File: src/logic/cspm_pkg.sv
// package: constants and bundles for the strap sampler and pin multiplexer
`default_nettype none
package cspm_pkg;
   // configuration register numbers behind the index port
   localparam logic [7:0] IDX_CONFIG_ONE = 8'h21;
   localparam logic [7:0] IDX_CONFIG_TWO = 8'h22;
   localparam logic [7:0] IDX_RELOC_LO = 8'h26;
   localparam logic [7:0] IDX_RELOC_HI = 8'h27;
   // field positions
   localparam int XBUF_EN_BIT = 4;
   localparam int PORT2_SEL_BIT = 3;
   localparam int CS_ROUTE_BIT = 1;
   localparam int BASE_HI_BIT = 1;
   localparam int BASE_LO_BIT = 0;
   // values after reset, before the straps land
   localparam logic [7:0] CONFIG_ONE_RESET = 8'h00;
   localparam logic [7:0] CONFIG_TWO_RESET = 8'h00;
   localparam logic [7:0] INDEX_RESET = 8'h00;
   // port addresses
   localparam logic [15:0] PNP_INDEX_ADDR = 16'h0279;
   localparam logic [15:0] PNP_DATA_WR_ADDR = 16'h0a79;
   localparam logic [15:0] MB_BASE_LO0 = 16'h015c;
   localparam logic [15:0] MB_BASE_LO1 = 16'h002e;
   localparam logic [15:0] BASE_RESET = 16'h0000;
   // pad groups: all outputs off, all inputs idle high
   localparam logic [9:0] XB_PADS_OFF = 10'h3ff;
   localparam logic [5:0] P3_PADS_OFF = 6'h3f;
   // port-2 pad drive pattern: request-to-send (3) and serial-out (5) driven
   localparam logic [5:0] P3_UART_OE_N = 6'h17;
   localparam int XB_STRAP_PAD = 8;

   typedef enum logic [1:0] {
      WAIT_FOR_KEY = 2'b01,
      CONFIG_STATE = 2'b10
   } cspm_state_type;

   typedef struct packed {
      logic base_sel_strap_lo;
      logic base_sel_strap_hi;
      logic config_strap_lo;
      logic config_strap_hi;
   } cspm_strap_type;

   typedef struct packed {
      logic [15:0] addr;
      logic rd;
      logic wr;
      logic [7:0] wdata;
   } cspm_host_req_type;

   typedef struct packed {
      logic xbuf_chip_select;
      logic xbuf_read_cmd;
      logic [7:0] xbuf_data_lines;
      logic ring_in;
      logic ident_input_3;
      logic [3:0] gpio2_in;
   } cspm_xb_in_type;

   typedef struct packed {
      logic port2_clear_to_send;
      logic port2_carrier_detect;
      logic port2_set_ready;
      logic port2_serial_in;
      logic [5:0] gpio3_in;
   } cspm_p3_in_type;
endpackage
`default_nettype wire

File: src/logic/cspm_mux.sv
// strap sampler, index/data port decoder and shared-pin multiplexer
`default_nettype none
module cspm_mux (
   input wire logic clock,
   input wire logic reset,
   input wire logic clock_enable,
   input wire cspm_pkg::cspm_strap_type strap_pins,
   input wire logic pnp_key_seen,
   input wire cspm_pkg::cspm_host_req_type host_req,
   output logic [7:0] host_rdata,
   output logic host_ack,
   output cspm_pkg::cspm_state_type config_state,
   output logic [7:0] chip_config_one,
   output logic [7:0] chip_config_two,
   output logic [15:0] port_base,
   output logic [4:0] strap_values,
   input wire logic [9:0] xb_pad_in,
   output logic [9:0] xb_pad_out,
   output logic [9:0] xb_pad_oe_n,
   input wire logic [5:0] p3_pad_in,
   output logic [5:0] p3_pad_out,
   output logic [5:0] p3_pad_oe_n,
   input wire logic [7:0] xbuf_data_out,
   input wire logic xbuf_data_drive,
   input wire logic chip_sel_1,
   input wire logic chip_sel_2,
   input wire logic [3:0] gpio2_out,
   input wire logic [3:0] gpio2_drive,
   input wire logic infrared_sel_1,
   input wire logic infrared_sel_2,
   input wire logic port2_request_to_send,
   input wire logic port2_serial_out,
   input wire logic [5:0] gpio3_out,
   input wire logic [5:0] gpio3_drive,
   output cspm_pkg::cspm_xb_in_type xb_in,
   output cspm_pkg::cspm_p3_in_type p3_in
);
   import cspm_pkg::*;

   function automatic logic [15:0] mb_base(input logic lo);
      mb_base = lo ? MB_BASE_LO1 : MB_BASE_LO0;
   endfunction

   logic [3:0] strap_sync1;
   logic [3:0] strap_sync2;
   logic [9:0] xb_sync1;
   logic [9:0] xb_sync2;
   logic [5:0] p3_sync1;
   logic [5:0] p3_sync2;
   logic key_sync1;
   logic key_sync2;
   logic key_prev;
   logic straps_taken;
   logic [7:0] index;
   logic mb_mode;
   logic index_hit;
   logic data_hit;
   logic [7:0] data_rd;
   logic [9:0] next_xb_out;
   logic [9:0] next_xb_oe_n;
   logic [5:0] next_p3_out;
   logic [5:0] next_p3_oe_n;
   logic xbuf_en;
   logic port2_sel;
   logic do_wr;
   logic do_rd;

   ////////////////////////////////////////////////////////////////////
   // input synchronisers: pins come from outside the clock domain

   always_ff @(posedge clock or posedge reset) begin
      if (reset) begin
         strap_sync1 <= 4'h0;
         strap_sync2 <= 4'h0;
         key_sync1 <= 1'b0;
         key_sync2 <= 1'b0;
         key_prev <= 1'b0;
      end else if (clock_enable) begin
         strap_sync1 <= strap_pins;
         strap_sync2 <= strap_sync1;
         key_sync1 <= pnp_key_seen;
         key_sync2 <= key_sync1;
         key_prev <= key_sync2;
      end
   end

   always_ff @(posedge clock or posedge reset) begin
      if (reset) begin
         xb_sync1 <= XB_PADS_OFF;
         xb_sync2 <= XB_PADS_OFF;
         p3_sync1 <= P3_PADS_OFF;
         p3_sync2 <= P3_PADS_OFF;
      end else if (clock_enable) begin
         xb_sync1 <= xb_pad_in;
         xb_sync2 <= xb_sync1;
         p3_sync1 <= p3_pad_in;
         p3_sync2 <= p3_sync1;
      end
   end

   ////////////////////////////////////////////////////////////////////
   // strap capture: a flop under async reset may not load a pin, so the
   // straps are taken once, on the third enabled edge after release when the syncs hold them

   logic [1:0] settle;

   always_ff @(posedge clock or posedge reset) begin
      if (reset) begin
         settle <= 2'd0;
      end else if (clock_enable && settle != 2'd2) begin
         settle <= settle + 2'd1;
      end
   end

   always_ff @(posedge clock or posedge reset) begin
      if (reset) begin
         straps_taken <= 1'b0;
         strap_values <= 5'h00;
      end else if (clock_enable && !straps_taken && settle == 2'd2) begin
         straps_taken <= 1'b1;
         strap_values <= {xb_sync2[XB_STRAP_PAD], strap_sync2};
      end
   end

   ////////////////////////////////////////////////////////////////////
   // wake-up state

   always_ff @(posedge clock or posedge reset) begin
      if (reset) begin
         config_state <= WAIT_FOR_KEY;
      end else if (clock_enable) begin
         case (config_state)
            WAIT_FOR_KEY: begin
               if (!straps_taken && settle == 2'd2 && strap_sync2[2]) begin
                  config_state <= CONFIG_STATE;
               end else if (straps_taken && key_sync2 && !key_prev) begin
                  config_state <= CONFIG_STATE;
               end
            end
            CONFIG_STATE: config_state <= CONFIG_STATE;
            default: config_state <= WAIT_FOR_KEY;
         endcase
      end
   end

   ////////////////////////////////////////////////////////////////////
   // port decode; host side is on-chip logic, so no synchroniser

   assign mb_mode = chip_config_two[BASE_HI_BIT];

   always_comb begin
      if (mb_mode) begin
         index_hit = host_req.addr == port_base;
         data_hit = host_req.addr == (port_base | 16'h0001);
      end else begin
         // standard index is write-only, data port here is write-only too
         index_hit = host_req.wr && host_req.addr == PNP_INDEX_ADDR;
         data_hit = host_req.wr && host_req.addr == PNP_DATA_WR_ADDR;
      end
   end

   assign do_wr = clock_enable && straps_taken && config_state == CONFIG_STATE
                  && host_req.wr;
   assign do_rd = clock_enable && straps_taken && config_state == CONFIG_STATE
                  && host_req.rd && !host_req.wr;

   always_ff @(posedge clock or posedge reset) begin
      if (reset) begin
         index <= INDEX_RESET;
      end else if (do_wr && index_hit) begin
         index <= host_req.wdata;
      end
   end

   ////////////////////////////////////////////////////////////////////
   // configuration registers

   always_ff @(posedge clock or posedge reset) begin
      if (reset) begin
         chip_config_one <= CONFIG_ONE_RESET;
      end else if (clock_enable && !straps_taken && settle == 2'd2) begin
         chip_config_one[XBUF_EN_BIT] <= strap_sync2[0];
         chip_config_one[CS_ROUTE_BIT] <= xb_sync2[XB_STRAP_PAD];
      end else if (do_wr && data_hit && index == IDX_CONFIG_ONE) begin
         chip_config_one <= host_req.wdata;
      end
   end

   always_ff @(posedge clock or posedge reset) begin
      if (reset) begin
         chip_config_two <= CONFIG_TWO_RESET;
      end else if (clock_enable && !straps_taken && settle == 2'd2) begin
         chip_config_two[BASE_HI_BIT] <= strap_sync2[2];
         chip_config_two[BASE_LO_BIT] <= strap_sync2[3];
      end else if (do_wr && data_hit && index == IDX_CONFIG_TWO) begin
         chip_config_two <= host_req.wdata;
      end
   end

   // 16-bit relocation register, relocation writes keep it even so A0 splits the pair
   always_ff @(posedge clock or posedge reset) begin
      if (reset) begin
         port_base <= BASE_RESET;
      end else if (clock_enable && !straps_taken && settle == 2'd2) begin
         port_base <= strap_sync2[2] ? mb_base(strap_sync2[3]) : PNP_INDEX_ADDR;
      end else if (do_wr && data_hit) begin
         case (index)
            IDX_CONFIG_TWO: begin
               port_base <= host_req.wdata[BASE_HI_BIT] ?
                            mb_base(host_req.wdata[BASE_LO_BIT]) : PNP_INDEX_ADDR;
            end
            IDX_RELOC_LO: port_base[7:0] <= {host_req.wdata[7:1], 1'b0};
            IDX_RELOC_HI: port_base[15:8] <= host_req.wdata;
            default: port_base <= port_base;
         endcase
      end
   end

   // data port reads the selected register
   always_comb begin
      case (index)
         IDX_CONFIG_ONE: data_rd = chip_config_one;
         IDX_CONFIG_TWO: data_rd = chip_config_two;
         IDX_RELOC_LO: data_rd = port_base[7:0];
         IDX_RELOC_HI: data_rd = port_base[15:8];
         default: data_rd = 8'h00;
      endcase
   end

   always_ff @(posedge clock or posedge reset) begin
      if (reset) begin
         host_rdata <= 8'h00;
         host_ack <= 1'b0;
      end else if (clock_enable) begin
         host_ack <= (do_wr || do_rd) && (index_hit || data_hit);
         if (do_rd && index_hit) begin
            host_rdata <= index;
         end else if (do_rd && data_hit) begin
            host_rdata <= data_rd;
         end
      end
   end

   ////////////////////////////////////////////////////////////////////
   // shared-pin multiplexer; pads stay undriven until straps are in

   assign xbuf_en = chip_config_one[XBUF_EN_BIT];
   assign port2_sel = chip_config_one[PORT2_SEL_BIT];

   always_comb begin
      next_xb_out = 10'h000;
      next_xb_oe_n = XB_PADS_OFF;
      if (xbuf_en) begin
         // buffer data lines on pads 2-9
         next_xb_out[9:2] = xbuf_data_out;
         next_xb_oe_n[9:2] = {8{~xbuf_data_drive}};
      end else begin
         // chip selects, port-2 gpio, infrared selects
         next_xb_out[2] = chip_sel_1;
         next_xb_out[3] = chip_sel_2;
         next_xb_out[7:4] = gpio2_out;
         next_xb_out[8] = infrared_sel_2;
         next_xb_out[9] = infrared_sel_1;
         next_xb_oe_n[3:2] = 2'b00;
         next_xb_oe_n[7:4] = ~gpio2_drive;
         next_xb_oe_n[9:8] = 2'b00;
      end
      if (!straps_taken) begin
         next_xb_oe_n = XB_PADS_OFF;
      end
   end

   always_comb begin
      if (port2_sel) begin
         // serial port outputs on pads 3 and 5
         next_p3_out = {port2_serial_out, 1'b0, port2_request_to_send, 3'b000};
         next_p3_oe_n = P3_UART_OE_N;
      end else begin
         next_p3_out = gpio3_out;
         next_p3_oe_n = ~gpio3_drive;
      end
      if (!straps_taken) begin
         next_p3_oe_n = P3_PADS_OFF;
      end
   end

   always_ff @(posedge clock or posedge reset) begin
      if (reset) begin
         xb_pad_out <= 10'h000;
         xb_pad_oe_n <= XB_PADS_OFF;
         p3_pad_out <= 6'h00;
         p3_pad_oe_n <= P3_PADS_OFF;
      end else if (clock_enable) begin
         xb_pad_out <= next_xb_out;
         xb_pad_oe_n <= next_xb_oe_n;
         p3_pad_out <= next_p3_out;
         p3_pad_oe_n <= next_p3_oe_n;
      end
   end

   always_ff @(posedge clock or posedge reset) begin
      if (reset) begin
         xb_in <= '1;
         p3_in <= '1;
      end else if (clock_enable) begin
         xb_in.xbuf_chip_select <= xbuf_en ? xb_sync2[0] : 1'b1;
         xb_in.xbuf_read_cmd <= xbuf_en ? xb_sync2[1] : 1'b1;
         xb_in.xbuf_data_lines <= xbuf_en ? xb_sync2[9:2] : 8'hff;
         xb_in.ring_in <= xbuf_en ? 1'b1 : xb_sync2[0];
         xb_in.ident_input_3 <= xbuf_en ? 1'b1 : xb_sync2[1];
         xb_in.gpio2_in <= xbuf_en ? 4'hf : xb_sync2[7:4];
         p3_in.port2_clear_to_send <= port2_sel ? p3_sync2[0] : 1'b1;
         p3_in.port2_carrier_detect <= port2_sel ? p3_sync2[1] : 1'b1;
         p3_in.port2_set_ready <= port2_sel ? p3_sync2[2] : 1'b1;
         p3_in.port2_serial_in <= port2_sel ? p3_sync2[4] : 1'b1;
         p3_in.gpio3_in <= port2_sel ? 6'h3f : p3_sync2;
      end
   end
endmodule
`default_nettype wire

File: config.mk
export PLATFORM = sky130hd
export DESIGN_NAME = cspm_mux
export DESIGN_NICKNAME = d
export VERILOG_FILES = /design/src/logic/cspm_pkg.sv /design/src/logic/cspm_mux.sv
export SDC_FILE = /design/constraint.sdc
export NUM_CORES = 1
export LEC_CHECK = 0
export BUFFER_PORTS_ARGS = -buffer_cell sky130_fd_sc_hd__buf_2
export CAP_MARGIN = 0
export CORE_MARGIN = 2
export CORE_UTILIZATION = 54
export CTS_BUF_LIST = sky130_fd_sc_hd__clkbuf_8
export CTS_CLUSTER_SIZE = 28
export DETAILED_ROUTE_END_ITERATION = 10
export GPL_ROUTABILITY_DRIVEN = 0
export PLACE_DENSITY = 0.8
export SYNTH_ARGS = -nofsm -noshare
export SYNTH_HDL_FRONTEND = slang
export SYNTH_SLANG_ARGS = --single-unit
export TNS_END_PERCENT = 30
File: constraint.sdc
create_clock -name clock -period 5.5 [get_ports clock]
set_input_delay 0.55 -clock clock [delete_from_list [all_inputs] [get_ports clock]]
set_output_delay 0.55 -clock clock [all_outputs]
set_load 0.01 [all_outputs]
==> results of run 1 <==
[critical path, delay by kind of cell, from the launching register on]
kind | cells | cell delay [ns]
AND/OR/NAND/NOR | 3 | 2.24
flip-flops | 1 | 0.39
AO/OA/AOI/OAI | 1 | 0.19
[cell type report]
cell class                      count  area share [%]
Multi-Input combinational cell    390            33.6
Clock buffer                       18            2.93
Inverter                           21           0.991
Sequential cell                   153            46.3
Tap cell                          172            2.54
Timing Repair Buffer              190            11.4
Clock inverter                     14            2.29
[power groups by stage]
| stage | logic (mW) | registers, mW | clock network (mW) |
|---|---|---|---|
| 3_3_place_gp | 0.622 | 1.53 | 0 |
| 6_report | 0.647 | 1.53 | 0.937 |
| 5_1_grt | 0.717 | 1.55 | 1.02 |
| 4_1_cts | 0.655 | 1.52 | 0.958 |
| 3_5_place_dp | 0.649 | 1.54 | 0 |
| 2_1_floorplan | 0.333 | 1.56 | 0 |
[synth_stat cells (all sizes together), types with 7 or more instances]
cell type  number  share of area, %
mux2i          18               2.6
nor2           52               2.9
dfrtp          83                30
dfstp          70                26
nand4           8              0.71
a22oi           8              0.93
a31oi          21               1.9
xnor2          19               2.4
mux2           70                12
a21oi          27               1.9
o21ai          28               2.0
o211ai          7              0.75
a22o            8               1.0
nand2          44               2.4
o22a           15               1.9
clkbuf         22               1.2
inv            21               1.1
buf            20               1.7
nand3          12               1.1
a221o           7               1.0
[through the flow]
stage | total power, mW | hold slack (ns) | area [µm²]
2_1_floorplan | 1.89 | 0.435 | 7030
3_3_place_gp | 2.15 | 0.461 | 8020
3_5_place_dp | 2.19 | 0.462 | 8020
4_1_cts | 3.14 | 0.217 | 8460
5_1_grt | 3.28 | 0.217 | 8460
6_report | 3.11 | 0.238 | 8460
[sequential cells by signal, summed over array words and instances (netlist names), 10 cells and up]
| signal | cells |
|---|---|
| xb_in | 16 |
| port_base | 16 |
| xb_sync1 | 10 |
| p3_in | 10 |
| xb_sync2 | 10 |
[path summary, 6_finish.rpt]
| path | slack [ns] | from | endpoint |
|---|---|---|---|
| setup reg to reg | 2.63 | index[3] | port_base[15] |
| setup / recovery | 2.63 | index[3] | port_base[15] |
| hold / removal | 0.24 | gpio3_drive[0] | p3_pad_oe_n[0] |
| max in group asynchronous | 4.06 | reset | p3_sync1[5] |
| hold reg to reg | 0.48 | strap_values[3] | strap_values[3] |
| min in group asynchronous | 0.31 | reset | strap_sync2[3] |
[cells by family after synthesis]
kind of cell	Yosys count	share of synthesized area (%)
flip-flops	153	55.7
AND/OR/NAND/NOR	147	10.7
AO/OA/AOI/OAI	129	12.3
multiplexers	88	14.2
buffers and inverters	63	3.99
XOR/XNOR	19	2.37
adder cells (fa/ha/maj)	3	0.534
other	2	0.107
[layer usage]
layer	track usage (%)	part of all wire (%)	up-vias
met5	0	0	-
met4	13.9	3.9	0
met3	8.14	9.3	51
met2	41.1	48	288
met1	32.6	39	2679
li1	-	-	2486
==> flow_summary_export.csv, run 1 <==
group,metric,value,unit
cts,cts-root-buf,"clkbuf_8",
logic_synthesis,syn_inst,604,
route,drtPass1Iterations,5,
route,drtIter0Drc,446,
place,io_buffers,186,
cells_and_area,ff_latch_area,3920,µm²
logic_synthesis,ys.flop_type,"dfrtp_1",
setup_path,critPathArrivalTime,3.27,ns
min_path,hold_depth,2,
floorplanning,rows,41,
cts,cts_resized,0,
setup_path,slowest_delay,1.07,ns
cells_and_area,fillers,994,
power,powerDensity,368,nW/µm²
global_route,grt_max_degree,114,
cts,h-tree-depth,4,
sta,fin_crit,2.87,ns
route,post_drt_wl_per_cell,18.5,µm
floorplanning,die_h,118,µm
sta,setup_ws,2.63,ns
logic_synthesis,netlist_area,7030,µm²
global_route,grt_pass1_vias,5617,
setup_path,reg2regPathDepth,4,
cells_and_area,area_growth,20.4,%
cts,clock-sinks,153,
cts,worstSkewPairLatency,0.46,ns
route,vias_per_cell,5.75,
sta,max_freq,348,MHz
sta,rsz0062_at_grt,"no",
sta,tns,0,ns
setup_path,cp-start-kind,"flop",
cts,cts_tree,"yes",
logic_synthesis,synth_area_per_cell,11.6,µm²
setup_path,critPathCaptureType,"flop",
cts,clk_pin_slew,0.09,ns
run_status,status,"finished, final reports clean",
floorplanning,start_util,55.5,%
setup_path,critical_path_class,"reg2reg",
global_route,grt_overflow_total,0,
place,dp_cells,926,
sta,fin_skew,0.0109,ns
power,internal_power,2.16,mW
power,peakVddDrop,0.242,mV
job,maxCapViolCount,0,
power,leakage,3.88,nW
sta,finalMaxSlewViolations,0,
cts,cts_made_buffers,17,
route,drc,0,
cells_and_area,diodes,0,
logic_synthesis,seq_area_frac_synth,55.7,%
sta,hold_viol_final,0,
cts,clockBufferDepth,2,
route,num_vias,5504,
place,dp_hpwl,12.6,mm
global_route,antenna_found_initial,0,
setup_path,crit_chain,"or4b_1 > nor3_1 > nor3b_2 > a22o_1",
route,ant_nets,0,
min_path,hp-class,"in2reg",
route,wirelength,17.7,mm
logic_synthesis,synth_edf_count,0,
power,switching_share,30.7,%
cells_and_area,drive_gt1_share,47.1,%
power,combPwrFrac,20.8,%
power,p_sw,0.954,mW
setup_path,critPathMaxFanout,11,
cells_and_area,multi_input_area,2840,µm²
logic_synthesis,yosys_warnings,0,
place,place_ws,2.44,ns
floorplanning,die_area,13900,µm²
power,clock_power_share,30.1,%
cells_and_area,final_common_cell,"buf_2",
sta,max_slew_margin,13.5,%
cells_and_area,final_cell_mix,"buf_2 (185), dfrtp_1 (83), dfstp_2 (70)",
logic_synthesis,synth.distinct_cells,59,
cells_and_area,fin_util,66.8,%
setup_path,cp.required,5.90,ns
sta,worst_pin_slew,1.29,ns
power,pwr-share-seq,49.1,%
cells_and_area,fin_cells,958,
sta,setup_violations,0,
cells_and_area,nets,861,
floorplanning,coreArea,12700,µm²
sta,min_period_over_period,52.2,%
setup_path,cp_slowest_cell,"nor3_1",
floorplanning,io_pins,191,
cts,post_cts_buffers,0,
logic_synthesis,ys_ff_latch,153,
cts,ctsHoldBuffers,0,
logic_synthesis,async_flop_share,100,%
global_route,grt_pass1_wl,28.9,mm
global_route,grt.total_usage,26.2,%
floorplanning,die_w,118,µm
(Power assumes the default switching activity.)
==> inputs of run 2 (changes only) <==
==> constraint.sdc (replaced) <==
create_clock -name clock -period 2.7 [get_ports clock]
set_input_delay 0.27 -clock clock [delete_from_list [all_inputs] [get_ports clock]]
set_output_delay 0.27 -clock clock [all_outputs]
set_load 0.01 [all_outputs]
==> run 2 against run 1 <==
Compared with the run above: critical path depth is 2 higher; first-iteration DRC count is 13% lower; fmax is 15% higher.
==> flow_summary_export.csv, run 2 (same netlist as run 1, synthesis figures left out) <==
group,metric,value,unit
route,post_drt_wl_per_cell,18.8,µm
floorplanning,die_w,118,µm
cells_and_area,fillers,953,
cts,h-tree-depth,4,
cts,clk_pin_slew,0.09,ns
power,leakage,3.96,nW
setup_path,cp_slowest_cell,"nor4_4",
setup_path,crit_chain,"xnor2_1 > nand4_1 > nor4_4 > o21ai_2 > or3_1 > mux2_4",
floorplanning,die_area,13900,µm²
sta,max_slew_margin,42.3,%
cts,cts-root-buf,"clkbuf_8",
place,dp_hpwl,13.1,mm
cells_and_area,fin_util,68.0,%
cts,cts_made_buffers,17,
floorplanning,rows,41,
sta,max_freq,400,MHz
cts,cts_tree,"yes",
setup_path,critPathCaptureType,"flop",
cts,clockBufferDepth,2,
sta,rsz0062_at_grt,"no",
route,vias_per_cell,5.72,
cells_and_area,final_common_cell,"buf_2",
route,drtIter0Drc,390,
place,placed_cell_area,8150,µm²
setup_path,critPathMaxFanout,8,
setup_path,slowest_delay,0.57,ns
power,powerDensity,730,nW/µm²
cells_and_area,nets,877,
cells_and_area,fin_area,8620,µm²
global_route,grt_pass1_vias,5711,
cells_and_area,drive_gt1_share,47.5,%
floorplanning,die_h,118,µm
cts,worstSkewPairLatency,0.46,ns
cts,clock-sinks,153,
cells_and_area,diodes,0,
setup_path,critical_path_class,"reg2reg",
power,fin_total_pwr,6.30,mW
setup_path,critPathArrivalTime,2.85,ns
route,drtPass1Iterations,5,
cells_and_area,final_cell_mix,"buf_2 (185), dfrtp_1 (83), dfstp_2 (70)",
global_route,grt_overflow_total,0,
setup_path,reg2regPathDepth,6,
route,wirelength,18.3,mm
sta,finalMaxSlewViolations,0,
global_route,antenna_found_initial,0,
route,drc,0,
cells_and_area,area_growth,22.7,%
setup_path,cp-start-kind,"flop",
setup_path,cp.required,3.04,ns
route,num_vias,5568,
place,io_buffers,186,
power,peakVddDrop,0.480,mV
sta,fin_skew,0.0106,ns
min_path,hp-class,"in2reg",
sta,min_period_over_period,92.7,%
run_status,status,"finished, final reports clean",
floorplanning,io_pins,191,
min_path,hold_depth,3,
floorplanning,start_util,55.5,%
sta,setup_violations,0,
job,maxCapViolCount,0,
route,ant_nets,0,
cells_and_area,reg_top3,"port_base x16, xb_in x16",
sta,tns,0,ns
global_route,grt_pass1_wl,29.5,mm
global_route,grt.total_usage,27.0,%
floorplanning,coreArea,12700,µm²
global_route,grt_max_degree,144,
sta,hold_viol_final,0,
sta,worst_pin_slew,0.864,ns
sta,fin_crit,2.50,ns
==> run 2: final timing paths <==
| path | start | end | slack (ns) |
|---|---|---|---|
| max | port_base[8] | host_rdata[5] | 0.20 |
| min | gpio3_out[0] | p3_pad_out[0] | 0.02 |
| max reg2reg | port_base[8] | host_rdata[5] | 0.20 |
| min reg2reg | settle[0] | settle[0] | 0.48 |
| max in group asynchronous | reset | xb_pad_oe_n[6] | 1.49 |
| min in group asynchronous | reset | strap_sync1[0] | 0.45 |
==> run 2: layout make-up <==
cell class / count / area [µm²] / area share, %
Tap cell: 172 / 215 / 2.50
Clock inverter: 13 / 163 / 1.89
Multi-Input combinational cell: 390 / 2840 / 32.9
Sequential cell: 153 / 3920 / 45.4
Timing Repair Buffer: 206 / 1150 / 13.3
Inverter: 21 / 82.6 / 0.958
Clock buffer: 19 / 262 / 3.03
==> run 2: through the flow <==
step / hold WS, ns / instances / worst slack [ns]
after floorplan: 0.339 / 606 / 0.524
after global placement: 0.414 / 937 / 0.313
after detailed placement: 0.415 / 937 / 0.281
after CTS: 0.0116 / 974 / 0.256
after global routing: 0.0132 / 974 / 0.0723
final: 0.0218 / 974 / 0.198
==> run 2: repair_timing <==
item | 4_1_cts | 5_1_grt
hold buffers | 5 | 0
gates resized for setup | 0 | 0
endpoints found under the hold margin | 25 | 0
setup buffers | 0 | 0
==> run 2: critical path: cells and delay by family, from the launching register on <==
| family | cells | cell delay [ns] |
|---|---|---|
| AND/OR/NAND/NOR | 3 | 1.26 |
| multiplexers | 1 | 0.37 |
| flip-flops | 1 | 0.45 |
| AO/OA/AOI/OAI | 1 | 0.12 |
| XOR/XNOR | 1 | 0.17 |
==> run 2: power breakdown <==
group	total, mW	leakage (nW)	switching [mW]	internal (mW)
registers	3.06	1.80	0.291	2.77
clock network	1.84	0.218	0.873	0.971
logic	1.39	1.94	0.769	0.619
==> run 2: layer usage <==
layer | vias to the layer above | part of all wire, % | track usage, %
li1 | 2516 | - | -
met1 | 2710 | 39 | 32.3
met2 | 293 | 49 | 44.9
met3 | 49 | 8.7 | 8.67
met4 | 0 | 3.1 | 11.1
met5 | - | 0 | 0
